[src/sm_params.svh]
// Constants of the safe motion request and status block.
// Assumes inclusion by bare name from the package and the design file.
// What this block does
// - A high negative-direction request keeps direction monitoring off.
// - A low request starts negative-only direction monitoring after delay.
// - With the request marked unused, direction monitoring stays off.
// - One position tolerance serves standstill and direction monitoring.
// - A configurable start delay in microseconds precedes monitoring.
// - Acknowledge acts only on a rising edge of the acknowledge input.
// - An option selects automatic acknowledge at startup.
// - Without it the block stays in init until an acknowledge edge.
// - With enable high, ready is high and, in operation, status shows each function.
// - With enable low, ready, the safe status outputs and fail are low.
// - Stop, brake and torque status is high only when active and safe.
// - Those are low when unrequested, in error or disabled.
// - Stop and limit status waits until the safe state is reached.
// - Each speed-limit status depends only on its own function.
// - Increment-limit status is high only when active and safe.
// - A block error is left only on an acknowledge rising edge.
`ifndef SM_PARAMS_SVH
`define SM_PARAMS_SVH
`define CLK_MHZ       25
`define CYCLE_US      1
`define TICK_CNT_W    5
`define TICK_CLKS     (`CLK_MHZ * `CYCLE_US)
`define NUM_FUNC      11
`define NUM_STAT      12
`define ST_OP_STOP    3
`define ST_LIMIT_ONE  6
`define ST_INC_LIMIT  10
`define ST_NEG_DIR    11
`define REG_CTRL      8'h00
`define REG_DELAY     8'h04
`define REG_TOL       8'h08
`define REG_STATE     8'h0c
`define REG_IRQ_STAT  8'h10
`define REG_IRQ_MASK  8'h14
`define DELAY_W       16
`define TOL_W         16
`define IRQ_W         3
`define IRQ_FAIL      0
`define IRQ_DIR_VIOL  1
`define IRQ_OPER      2
`define CTRL_RST      2'h0
`define DELAY_RST     16'h0000
`define TOL_RST       16'h0000
`endif

[src/sm_pkg.sv]
// Types shared by the safe motion request and status block.
// Assumes sm_params.svh is on the include path.
`include "sm_params.svh"
package sm_pkg;
    typedef enum logic [1:0] {
        st_init,
        st_oper,
        st_fail
    } mode_e;
    typedef struct packed {
        logic neg_used;
        logic auto_ack;
    } ctrl_s;
endpackage : sm_pkg

[src/safe_motion_request_status.sv]
// Safe motion request and status block for one axis, Wishbone slave.
// Assumes all inputs are synchronous to clk_i; monitors outside supply
// per-function request, safe-state and error flags.
//
// Design decisions made here: the Wishbone interface to the registers and the register addresses.
`timescale 1ns/1ps
`default_nettype none
`include "sm_params.svh"
module safe_motion_request_status
    import sm_pkg::*;
#(
    parameter int DELAY_W = `DELAY_W,
    parameter int TOL_W   = `TOL_W
)(
    input  wire logic                     clk_i,
    input  wire logic                     rst_i,
    input  wire logic                     wb_cyc_i,
    input  wire logic                     wb_stb_i,
    input  wire logic                     wb_we_i,
    input  wire logic [7:0]               wb_adr_i,
    input  wire logic [3:0]               wb_sel_i,
    input  wire logic [31:0]              wb_dat_i,
    output var  logic [31:0]              wb_dat_o,
    output var  logic                     wb_ack_o,
    input  wire logic                     enable_i,
    input  wire logic                     neg_direction_request_n_i,
    input  wire logic                     ack_i,
    input  wire logic [`NUM_FUNC-1:0]     func_req_i,
    input  wire logic [`NUM_FUNC-1:0]     func_safe_i,
    input  wire logic [`NUM_FUNC-1:0]     func_err_i,
    input  wire logic                     module_err_i,
    input  wire logic signed [31:0]       position_i,
    output var  logic                     ready_o,
    output var  logic [`NUM_STAT-1:0]     safe_status_o,
    output var  logic                     fail_o,
    output var  logic                     irq_o
);

    // ************************************************************
    // Controller cycle divider
    // ************************************************************
    logic [`TICK_CNT_W-1:0] div_r, div_nxt;
    logic                   tick;

    always_comb begin
        tick    = (div_r == `TICK_CNT_W'(`TICK_CLKS - 1));
        div_nxt = tick ? '0 : div_r + 1'b1;
    end

    always_ff @(posedge clk_i) begin
        if (rst_i) begin
            div_r <= '0;
        end else begin
            div_r <= div_nxt;
        end
    end

    // ************************************************************
    // Wishbone register file
    // ************************************************************
    ctrl_s              ctrl_r, ctrl_nxt;
    logic [DELAY_W-1:0] dly_r, dly_nxt;
    logic [TOL_W-1:0]   tol_r, tol_nxt;
    logic [`IRQ_W-1:0]  mask_r, mask_nxt;
    logic [`IRQ_W-1:0]  stat_r, stat_nxt;
    logic [`IRQ_W-1:0]  rd_clr_r, rd_clr_nxt;
    logic [`IRQ_W-1:0]  events;
    logic               ack_nxt, irq_nxt, wr;
    logic [31:0]        rdat_nxt, wmask, wval;
    mode_e              mode_r;
    logic               dir_act_r;

    always_comb begin
        ack_nxt    = wb_cyc_i & wb_stb_i & ~wb_ack_o;
        wr         = wb_cyc_i & wb_stb_i & wb_ack_o & wb_we_i;
        wmask      = {{8{wb_sel_i[3]}}, {8{wb_sel_i[2]}},
                      {8{wb_sel_i[1]}}, {8{wb_sel_i[0]}}};
        rdat_nxt   = '0;
        rd_clr_nxt = '0;
        ctrl_nxt   = ctrl_r;
        dly_nxt    = dly_r;
        tol_nxt    = tol_r;
        mask_nxt   = mask_r;
        wval       = '0;
        case (wb_adr_i)
            `REG_CTRL: begin
                rdat_nxt = 32'(ctrl_r);
                wval     = (32'(ctrl_r) & ~wmask) | (wb_dat_i & wmask);
                if (wr) begin
                    ctrl_nxt = ctrl_s'(wval[1:0]);
                end
            end
            `REG_DELAY: begin
                rdat_nxt = 32'(dly_r);
                wval     = (32'(dly_r) & ~wmask) | (wb_dat_i & wmask);
                if (wr) begin
                    dly_nxt = wval[DELAY_W-1:0];
                end
            end
            `REG_TOL: begin
                rdat_nxt = 32'(tol_r);
                wval     = (32'(tol_r) & ~wmask) | (wb_dat_i & wmask);
                if (wr) begin
                    tol_nxt = wval[TOL_W-1:0];
                end
            end
            `REG_STATE: begin
                rdat_nxt = {29'h0, dir_act_r, 2'(mode_r)};
            end
            `REG_IRQ_STAT: begin
                rdat_nxt = 32'(stat_r);
                if (ack_nxt && !wb_we_i) begin
                    rd_clr_nxt = stat_r;
                end
            end
            `REG_IRQ_MASK: begin
                rdat_nxt = 32'(mask_r);
                wval     = (32'(mask_r) & ~wmask) | (wb_dat_i & wmask);
                if (wr) begin
                    mask_nxt = wval[`IRQ_W-1:0];
                end
            end
            default: begin
                rdat_nxt = '0;
            end
        endcase
        // Only bits shown by the read are cleared, so a new event wins.
        stat_nxt = (stat_r & ~rd_clr_r) | events;
        irq_nxt  = |(stat_nxt & mask_nxt);
    end

    always_ff @(posedge clk_i) begin
        if (rst_i) begin
            wb_ack_o <= 1'b0;
            wb_dat_o <= '0;
            ctrl_r   <= `CTRL_RST;
            dly_r    <= `DELAY_RST;
            tol_r    <= `TOL_RST;
            mask_r   <= '0;
            stat_r   <= '0;
            rd_clr_r <= '0;
            irq_o    <= 1'b0;
        end else begin
            wb_ack_o <= ack_nxt;
            wb_dat_o <= rdat_nxt;
            ctrl_r   <= ctrl_nxt;
            dly_r    <= dly_nxt;
            tol_r    <= tol_nxt;
            mask_r   <= mask_nxt;
            stat_r   <= stat_nxt;
            rd_clr_r <= rd_clr_nxt;
            irq_o    <= irq_nxt;
        end
    end

    // ************************************************************
    // Acknowledge edge and operating mode
    // ************************************************************
    logic  ack_prev_r, ack_prev_nxt, ack_edge;
    logic  dir_viol;
    mode_e mode_nxt;

    always_comb begin
        // Reset value high: an input held high at power-up is no edge.
        ack_edge     = tick & ack_i & ~ack_prev_r;
        ack_prev_nxt = tick ? ack_i : ack_prev_r;
        mode_nxt     = mode_r;
        events       = '0;
        if (tick) begin
            unique case (mode_r)
                st_init: begin
                    if (ctrl_r.auto_ack || ack_edge) begin
                        mode_nxt = st_oper;
                    end
                end
                st_oper: begin
                    if (module_err_i || dir_viol) begin
                        mode_nxt = st_fail;
                    end
                end
                st_fail: begin
                    if (ack_edge && !module_err_i) begin
                        mode_nxt = st_oper;
                    end
                end
            endcase
        end
        events[`IRQ_FAIL]     = (mode_nxt == st_fail) & (mode_r != st_fail);
        events[`IRQ_OPER]     = (mode_nxt == st_oper) & (mode_r != st_oper);
        events[`IRQ_DIR_VIOL] = tick & dir_viol;
    end

    always_ff @(posedge clk_i) begin
        if (rst_i) begin
            mode_r     <= st_init;
            ack_prev_r <= 1'b1;
        end else begin
            mode_r     <= mode_nxt;
            ack_prev_r <= ack_prev_nxt;
        end
    end

    // ************************************************************
    // Direction and standstill monitoring
    // ************************************************************
    logic [DELAY_W-1:0]   dcnt_r, dcnt_nxt;
    logic                 dir_act_nxt, neg_sel, stand_ok;
    logic signed [31:0]   dref_r, dref_nxt, sref_r, sref_nxt;
    logic signed [33:0]   ddiff, sdiff, tol_s;

    always_comb begin
        neg_sel     = ctrl_r.neg_used & ~neg_direction_request_n_i
                      & (mode_r == st_oper);
        tol_s       = 34'(tol_r);
        ddiff       = 34'(position_i) - 34'(dref_r);
        sdiff       = 34'(position_i) - 34'(sref_r);
        dir_viol    = dir_act_r & (ddiff > tol_s);
        stand_ok    = (sdiff <= tol_s) & (sdiff >= -tol_s);
        dcnt_nxt    = dcnt_r;
        dir_act_nxt = dir_act_r & ctrl_nxt.neg_used;
        dref_nxt    = dref_r;
        sref_nxt    = func_req_i[`ST_OP_STOP] ? sref_r : position_i;
        if (tick) begin
            if (!neg_sel || !ctrl_nxt.neg_used) begin
                dcnt_nxt    = dly_r;
                dir_act_nxt = 1'b0;
            end else if (!dir_act_r) begin
                if (dcnt_r == '0) begin
                    dir_act_nxt = 1'b1;
                    dref_nxt    = position_i;
                end else begin
                    dcnt_nxt = dcnt_r - 1'b1;
                end
            end else if (position_i < dref_r) begin
                // Follow the axis the allowed way; back-off is limited.
                dref_nxt = position_i;
            end
        end
    end

    always_ff @(posedge clk_i) begin
        if (rst_i) begin
            dcnt_r    <= '0;
            dir_act_r <= 1'b0;
            dref_r    <= '0;
            sref_r    <= '0;
        end else begin
            dcnt_r    <= dcnt_nxt;
            dir_act_r <= dir_act_nxt;
            dref_r    <= dref_nxt;
            sref_r    <= sref_nxt;
        end
    end

    // ************************************************************
    // Status outputs
    // ************************************************************
    logic [`NUM_STAT-1:0] act, safe, st_nxt;
    logic                 ready_nxt, fail_nxt;

    always_comb begin
        act  = {neg_sel, func_req_i & ~func_err_i};
        safe = {dir_act_r & ~dir_viol, func_safe_i};
        safe[`ST_OP_STOP] = func_safe_i[`ST_OP_STOP] & stand_ok;
        // Each bit stands alone, so one limit never lifts another.
        st_nxt    = (enable_i && mode_r == st_oper) ? (act & safe) : '0;
        ready_nxt = enable_i;
        fail_nxt  = enable_i & (mode_r == st_fail);
    end

    always_ff @(posedge clk_i) begin
        if (rst_i) begin
            ready_o       <= 1'b0;
            safe_status_o <= '0;
            fail_o        <= 1'b0;
        end else if (tick) begin
            ready_o       <= ready_nxt;
            safe_status_o <= st_nxt;
            fail_o        <= fail_nxt;
        end
    end
endmodule : safe_motion_request_status
`default_nettype wire

[config.mk]
export PLATFORM = sky130hd
export DESIGN_NAME = safe_motion_request_status
export DESIGN_NICKNAME = d
export VERILOG_FILES = /design/src/sm_pkg.sv /design/src/safe_motion_request_status.sv
export VERILOG_INCLUDE_DIRS = /design/src
export SDC_FILE = /design/constraint.sdc
export NUM_CORES = 1
export LEC_CHECK = 0
export BUFFER_PORTS_ARGS = -buffer_cell sky130_fd_sc_hd__buf_2
export CORE_MARGIN = 2
export CORE_UTILIZATION = 30
export CTS_CLUSTER_SIZE = 28
export DETAILED_ROUTE_END_ITERATION = 12
export GPL_TIMING_DRIVEN = 1
export PLACE_DENSITY = 0.55
export SETUP_SLACK_MARGIN = 0.2
export SYNTH_ARGS = -nofsm -noshare
export SYNTH_HDL_FRONTEND = slang
export SYNTH_SLANG_ARGS = --single-unit
[constraint.sdc]
create_clock -name clk_i -period 5.3 [get_ports clk_i]
set_clock_uncertainty 0.15 [all_clocks]
set_input_delay 0.53 -clock clk_i [delete_from_list [all_inputs] [get_ports clk_i]]
set_output_delay 0.53 -clock clk_i [all_outputs]
set_load 0.01 [all_outputs]
==> flow_summary.toml, run 1 <==
[status]
status = "complete, no violations"

[synthesis]
async_flop_share_pct = 0
synth_top_family_by_area = "simple AND/OR/NAND/NOR gates"
synthMuxAreaShare_pct = 8.78
ys_ff_latch = 164
yosys_warnings = 0
synth_seq_area_share_pct = 26.9
synth_top_area_share_pct = 26.9
synth_edf_count = 0
synth-simple-area-share_pct = 20.2
synth_cell_type_count = 80
avgSynthCellArea_um2 = 7.98
synth_compound_area_share_pct = 18.4
synthXorXnorAreaFrac_pct = 4.38
syn_inst = 1528
synth-main-ff-cell = "dfxtp_1"
synthTopCellsByCount = "nor2_1 (203), dfxtp_1 (164), ha_1 (137)"
synthTopCellsByArea = "dfxtp_1 (27%), ha_1 (14%), mux2i_1 (8.8%), nor2_1 (6.2%), a21oi_1 (4.8%)"
synth_area_um2 = 12200
synthAdderAreaFrac_pct = 14.4
yosys.area.top_type = "dfxtp_1"
synth.most_common_cell = "nor2_1"

[detailed_routing]
routedWlPerCell_um = 15.6
via_per_inst = 5.03
drt-initial-drc-count = 554
vias = 11200
wirelength_um = 34800
ant_nets = 0
drt-pass1-iter-count = 5
route.detailed.drc = 0

[timing]
finalCriticalPeriod_ns = 5.00
worst_pin_slew_ns = 1.04
rsz0062_at_grt = "yes"
slew_violations = 0
fmax_mhz = 200
final_hold_viol_count = 0
relSlewSlack_pct = 30.0
finalSetupViolCount = 0
fin_crit_sh_pct = 94.4

[critical_path]
worst_ep_arrival_time_ns = 5.19
cp-start-kind = "flop"
crit_chain = "inv_2 -> ha_4 -> a21o_1 -> or3_4 -> or2_4 -> and2_4 -> a41oi_4 -> buf_4 -> buf_4 -> xnor2_1 -> ha_1 -> a21oi_1 -> nand2_1 -> a21oi_2 -> o221ai_2 -> a2111o_1 -> nor4_2 -> o2111ai_2 -> nor4_4 -> a211oi_4 -> a211o_1 -> a21o_1"
critPathMaxStageDelay_ns = 0.44
path_delay_family = "compound AO/OA/AOI/OAI gates"
worst-path-buf-inv = 3
worstPathMaxFanout = 6
critPathCaptureType = "flop"
cp_slowest_cell = "a2111o_1"
critPathKind = "flop to flop"
crit_required_ns = 5.49

[global_routing]
gr-total-overflow = 0
grt_pass1_wl_um = 56200
antenna_found_initial = 5
grt_max_degree = 73
grt_util_all_layers_pct = 16.6
grt_pass1_vias = 10600

[die]
row_count = 73
die_width_um = 206
core-area_um2 = 39900
fp.dieH_um = 206
io_pins = 166
fp.dieArea_um2 = 42300
initial_core_util_pct = 30.6

[power]
powerDensity_nw_per_um2 = 235
p_leak_uw = 0.00607
ir_drop_mv = 0.224
fin_total_pwr_uw = 3400

[layout]
fill_cells = 4118
nets = 1942
stdcell_count = 2225
synthToLayoutAreaGrowth_pct = 18.6
drive_above_1_share_pct = 16.6

[cts]
clock-sinks = 164
clk_pin_slew_ns = 0.07
root_buffer = "clkbuf_16"
cts_hold_buf = 0
clock_path_buffers = 2
clock_latency_ns = 0.45
numCtsBuffers = 17
cts_tree = "built"
htreeDepth = 4

[placement]
portBuffers = 131
hpwlAfterDp_um = 27000
dp_cells = 2186
gp_congestion = 0.889

[flow_run]
maxCapViolCount = 0

[min_path]
hold_path_class = "input port to flop"
[layout make-up]
class	count	area [um^2]	share of cell area, %
timing repair buffer	202	1190	8.24
multi-input combinational	1189	8300	57.4
clock inverter	14	163	1.12
antenna	2	5.00	0.0346
inverter	111	417	2.88
sequential	164	3290	22.7
tap	525	657	4.54
clock buffer	18	439	3.04
[stage by stage]
step	instance area (um^2)	TNS, ns	setup WS, ns	hold slack, ns	utilization (%)
CTS	14400	0	0.200	0.0905	36.0
global placement	13700	-1.66	-0.358	0.283	34.2
detailed placement	13700	-2.30	-0.450	0.292	34.2
floorplan	12300	0	0.279	0.280	-
finish	14500	0	0.299	0.112	36.2
global route	14500	0	0.0789	0.0995	36.2
[worst paths after layout]
check	from	to	slack, ns	cells past startpoint
max	dref_r[4]	stat_r[0]	0.30	22
min	func_err_i[5]	safe_status_o[5]	0.11	2
max reg2reg	dref_r[4]	stat_r[0]	0.30	22
min reg2reg	safe_status_o[5]	safe_status_o[5]	0.30	2
[power by group]
| part | internal, uW | switching (uW) |
|---|---|---|
| Clock | 683 | 620 |
| Combinational | 364 | 473 |
| Sequential | 1250 | 8.96 |
[kinds of logic (layout without fill, tap and decap cells)]
group | count (synthesis) | after routing
AOI/OAI and AO/OA | 348 | 348
xor gates and xnor gates | 61 | 61
adders and majority gates | 139 | 139
buffers and inverters | 190 | 345
DFF | 164 | 164
muxes | 107 | 107
other | 1 | 18
and+or+nand+nor | 518 | 518
[worst register-to-register path, cell delays in order (launching register included)]
cell and delay, ns:
dfxtp_2 0.34, inv_2 0.05, ha_4 0.20, a21o_1 0.19, or3_4 0.37, or2_4 0.23
and2_4 0.15, a41oi_4 0.26, buf_4 0.15, buf_4 0.09, xnor2_1 0.11, ha_1 0.28
a21oi_1 0.16, nand2_1 0.08, a21oi_2 0.16, o221ai_2 0.14, a2111o_1 0.44, nor4_2 0.27
o2111ai_2 0.19, nor4_4 0.27, a211oi_4 0.16, a211o_1 0.29, a21o_1 0.18
[routing by layer]
metal  vias to the layer above  GRT usage [%]  part of all wire, %
li1                       5700              -                    -
met1                      5243           22.4                   47
met2                       210           27.2                   47
met3                        33           2.42                  4.4
met4                         4           5.14                  1.4
met5                         -              0                0.052
[what timing repair did]
| action | in CTS | in global routing |
|---|---|---|
| pin swaps | 17 | 19 |
| endpoints found under the setup margin | 6 | 7 |
| resized for setup | 18 | 16 |
| cloned | 0 | 0 |
| setup buffers | 4 | 1 |
[placed cells by master, fill, tap and decap left out, types with 5 or more instances in the layout]
cell,instances
nor2_1,203
dfxtp_1,162
ha_1,136
buf_2,130
a21oi_1,114
inv_1,110
mux2i_1,107
nand2_1,106
buf_4,72
o21ai_0,50
nor3_1,42
xnor2_1,40
nand3_1,32
a21o_1,30
nand4_1,24
xor2_1,21
nor2b_1,18
nand2b_1,18
a22oi_1,17
a211oi_1,17
clkbuf_16,17
conb_1,16
o211ai_1,13
and3_1,12
o21a_1,12
o31ai_1,12
nor4_1,9
o21bai_1,8
o21ai_1,7
a21oi_2,7
and2_1,7
o22ai_1,6
a211o_1,5
a31oi_1,5
or3_1,5
nor3b_1,5
nand4b_1,5
No activity file was read; power rests on OpenSTA's default activity.
==> inputs of run 2 (changes only) <==
Settings changed: PLACE_DENSITY 0.55 to 0.61.
==> flow_summary.toml, run 2 (synthesis results as in run 1) <==
[placement]
placed_cell_area_um2 = 13500
hpwlAfterDp_um = 26300
portBuffers = 131
gp_congestion = 0.875

[critical_path]
r2r-end = "stat_r[0]"
critPathKind = "flop to flop"
worstPathMaxFanout = 6
setup.worst_path.start = "dref_r[4]"
critPathCaptureType = "flop"
crit_required_ns = 5.50
r2r_slack_ns = 0.35
worst_ep_arrival_time_ns = 5.16
r2r-start = "dref_r[4]"
rr_worst_depth = 22
critPathCapture = "stat_r[0]"
cp-start-kind = "flop"

[cts]
htreeDepth = 4
numCtsBuffers = 17
clock-sinks = 164
clock_path_buffers = 2
clk_pin_slew_ns = 0.07
root_buffer = "clkbuf_16"
clock_latency_ns = 0.46
cts_tree = "built"

[detailed_routing]
route.detailed.drc = 0
drt-pass1-iter-count = 5
via_per_inst = 5.08
wirelength_um = 33500
ant_nets = 0
vias = 11200
routedWlPerCell_um = 15.2
drt-initial-drc-count = 625

[layout]
fin_area_um2 = 14300
drive_above_1_share_pct = 15.4
layout_common_cells = "nor2_1 (203), dfxtp_1 (162), ha_1 (135)"
fin_util_pct = 35.8
nets = 1923
final_common_cell = "nor2_1"
synthToLayoutAreaGrowth_pct = 17.1

[power]
p_leak_uw = 0.00596
ir_drop_mv = 0.243
powerDensity_nw_per_um2 = 233

[timing]
relSlewSlack_pct = 32.9
finalSetupViolCount = 0
worst_pin_slew_ns = 1.00
fin_crit_sh_pct = 93.4
slew_violations = 0
fmax_mhz = 202
rsz0062_at_grt = "yes"
final_hold_viol_count = 0
finalCriticalPeriod_ns = 4.95

[die]
initial_core_util_pct = 30.6
core-area_um2 = 39900
die_width_um = 206
row_count = 73
io_pins = 166
fp.dieArea_um2 = 42300
fp.dieH_um = 206

[global_routing]
grt_pass1_vias = 10500
gr-total-overflow = 0
grt_util_all_layers_pct = 15.9
grt_pass1_wl_um = 54000
antenna_found_initial = 8
grt_max_degree = 90

[status]
status = "complete, no violations"

[min_path]
hold_path_class = "input port to flop"
hold_depth = 2

[flow_run]
maxCapViolCount = 0
[run 2: routing by layer]
metal | up-vias | track usage (%) | share of wire (%)
met3 | 56 | 3.37 | 5.1
li1 | 5655 | - | -
met5 | - | 0 | 0.28
met2 | 251 | 25.9 | 46
met4 | 14 | 5.16 | 2.0
met1 | 5235 | 21.0 | 47
[run 2: power breakdown]
part	total, uW	internal [uW]	switching [uW]	leakage (uW)
Combinational	818	352	466	0.00436
Sequential	1260	1250	9.09	0.00133
Clock	1250	630	617	0.000277
[run 2: how the worst min path moves through the flow]
stage,startpoint,end,slack (ns)
after global routing,func_err_i[1],safe_status_o[1],0.08
after global placement,safe_status_o[5],safe_status_o[5],0.28
after detailed placement,safe_status_o[7],safe_status_o[7],0.29
after CTS,func_err_i[5],safe_status_o[5],0.08
final,func_err_i[8],safe_status_o[8],0.1
after floorplan,div_r[0],div_r[0],0.28
[run 2: layout make-up]
cell class	instances	area (um^2)
fillers	4093	25600
multi-input cells	1189	8280
flip-flops and latches	164	3290
repair buffers	183	1060
well taps	525	657
clock buffers	17	425
inverters	111	417
clock inverters	15	160
diodes	2	5.00
[run 2: per-stage QoR]
step	instances	setup TNS [ns]	total power, uW	hold slack [ns]	setup slack [ns]
floorplan	1543	0	1850	0.280	0.279
global placement	2170	-1.19	2060	0.281	-0.273
detailed placement	2170	-1.67	2080	0.286	-0.349
CTS	2204	0	3340	0.0762	0.192
global route	2205	0	3510	0.0823	0.0700
finish	2206	0	3320	0.0996	0.347
[run 2: worst max-delay path: stages, from the launching register on]
cell and delay (ns):
dfxtp_2 0.33, inv_2 0.04, ha_4 0.20, a21o_1 0.16
or3_4 0.38, or2_4 0.23, and2_4 0.15, a41oi_4 0.26
buf_6 0.13, buf_6 0.08, xnor2_2 0.05, ha_1 0.33
nand4_1 0.11, or2_4 0.26, nor3_2 0.15, nand2_1 0.11
a2111o_1 0.40, nor4_4 0.27, o2111ai_2 0.18, nor4_4 0.25
a211oi_4 0.14, a211o_1 0.29, a21o_1 0.17
[run 2: what timing repair did]
item / CTS / global route
hold buffers: 0 / 0
pin swaps: 20 / 9
resized for setup: 14 / 17
endpoints found under the setup margin: 6 / 7
buffers inserted: 2 / 0
==> inputs of run 3 (changes only) <==
Settings changed: CORE_MARGIN 2 to not set.
Clock period 5.3 ns to 4.3 ns, I/O delays scaled along.
==> flow_summary.toml, run 3 (synthesis results as in run 1) <==
[cts]
cts_tree = "built"
htreeDepth = 4
root_buffer = "clkbuf_16"
numCtsBuffers = 17
clock_latency_ns = 0.46
clock-sinks = 164
clk_pin_slew_ns = 0.07
clock_path_buffers = 2

[die]
die_width_um = 204
io_pins = 166
fp.dieArea_um2 = 41500
row_count = 73
initial_core_util_pct = 30.6
core-area_um2 = 39900
fp.dieH_um = 204

[placement]
dp_cells = 2263
portBuffers = 131
hpwlAfterDp_um = 27600
gp_congestion = 0.857

[timing]
fmax_mhz = 214
rsz0062_at_grt = "yes"
fin_crit_sh_pct = 109
finalCriticalPeriod_ns = 4.67
fin_ws_ns = -0.371
whs_ns = 0.0573
relSlewSlack_pct = 38.5
worst_pin_slew_ns = 0.919
finalSetupViolCount = 7
final_hold_viol_count = 0
slew_violations = 0

[critical_path]
cp-start-kind = "flop"
critPathCaptureType = "flop"
cp_slowest_cell = "a2111o_1"
critPathKind = "flop to flop"
worstPathMaxFanout = 6
crit_required_ns = 4.50
critPathMaxStageDelay_ns = 0.42
r2r_slack_ns = -0.37
worst_ep_arrival_time_ns = 4.87
worst-path-buf-inv = 1
crit_chain = "inv_2 -> ha_4 -> a21o_1 -> or3_4 -> or2_4 -> and2_4 -> a41oi_4 -> o21ai_2 -> a21oi_2 -> xnor2_1 -> ha_1 -> nand3_2 -> or2_4 -> nor3_2 -> nand2_1 -> a2111o_1 -> nor4_2 -> o2111ai_1 -> nor4_2 -> a211oi_2 -> a211o_1 -> a21o_1"
path_delay_family = "compound AO/OA/AOI/OAI gates"

[power]
powerDensity_nw_per_um2 = 278
fin_total_pwr_uw = 4270
ir_drop_mv = 0.279
p_leak_uw = 0.00653

[layout]
nets = 2033
fill_cells = 3971
synthToLayoutAreaGrowth_pct = 25.9
seq_area_um2 = 3290
multiInputGateArea_um2 = 8470
stdcell_count = 2317
layout_common_cells = "nor2_1 (203), dfxtp_1 (155), buf_4 (150)"
drive_above_1_share_pct = 22.4
final_common_cell = "nor2_1"

[global_routing]
gr-total-overflow = 0
grt_util_all_layers_pct = 17.0
antenna_found_initial = 5
grt_pass1_wl_um = 56700
grt_max_degree = 69
grt_pass1_vias = 11200

[detailed_routing]
drt-pass1-iter-count = 6
via_per_inst = 5.00
routedWlPerCell_um = 15.1
ant_nets = 0
drt-initial-drc-count = 600
route.detailed.drc = 0
wirelength_um = 35000
vias = 11600

[flow_run]
maxCapViolCount = 0

[status]
status = "finished, violations left"
violations = "setup timing"

[min_path]
hold_path_class = "input port to flop"
[run 3: power by group]
group          switching (uW)  internal, uW  total [uW]
sequential               11.1          1540        1550
combinational             628           561        1190
clock                     755           776        1530
[run 3: worst paths after layout]
kind,from,end,cells past startpoint
hold / removal,func_req_i[6],safe_status_o[6],3
hold reg to reg,wb_ack_o,wb_ack_o,1
setup / recovery,dref_r[4],stat_r[0],22
setup reg to reg,dref_r[4],stat_r[0],22
[run 3: final cells by class]
class | instances | share of cell area, %
Antenna cell | 3 | 0.0489
Tap cell | 525 | 4.28
Multi-Input combinational cell | 1189 | 55.2
Timing Repair Buffer | 293 | 12.5
Sequential cell | 164 | 21.5
Clock buffer | 17 | 2.77
Inverter | 111 | 2.71
Clock inverter | 15 | 1.04
[run 3: routing by layer]
metal / GRT usage [%] / up-vias / wire, um
li1: - / 5873 / -
met3: 3.24 / 54 / 1550
met5: 0 / - / 41
met4: 6.82 / 6 / 990
met2: 28.1 / 233 / 16100
met1: 21.7 / 5423 / 16300
[run 3: repair_timing]
item / CTS / global route
endpoints found under the setup margin: 7 / 8
pin swaps: 24 / 20
hold endpoints to repair: 9 / 0
resized for setup: 32 / 28
hold buffers: 9 / 0
buffers inserted: 5 / 5
[run 3: worst min-delay path, cell delays in order]
cell,delay [ns]
buf_2,0.09
nand2_1,0.05
o31ai_1,0.05
[run 3: per-stage QoR]
step,setup TNS [ns],setup WS [ns],utilization [%],area (um^2)
6_report,-1.90,-0.371,38.5,15400
5_1_grt,-3.76,-0.665,38.4,15300
4_1_cts,-2.35,-0.458,38.0,15200
3_5_place_dp,-4.34,-0.722,35.9,14300
3_3_place_gp,-4.02,-0.687,35.9,14300
2_1_floorplan,-0.354,-0.125,-,12300
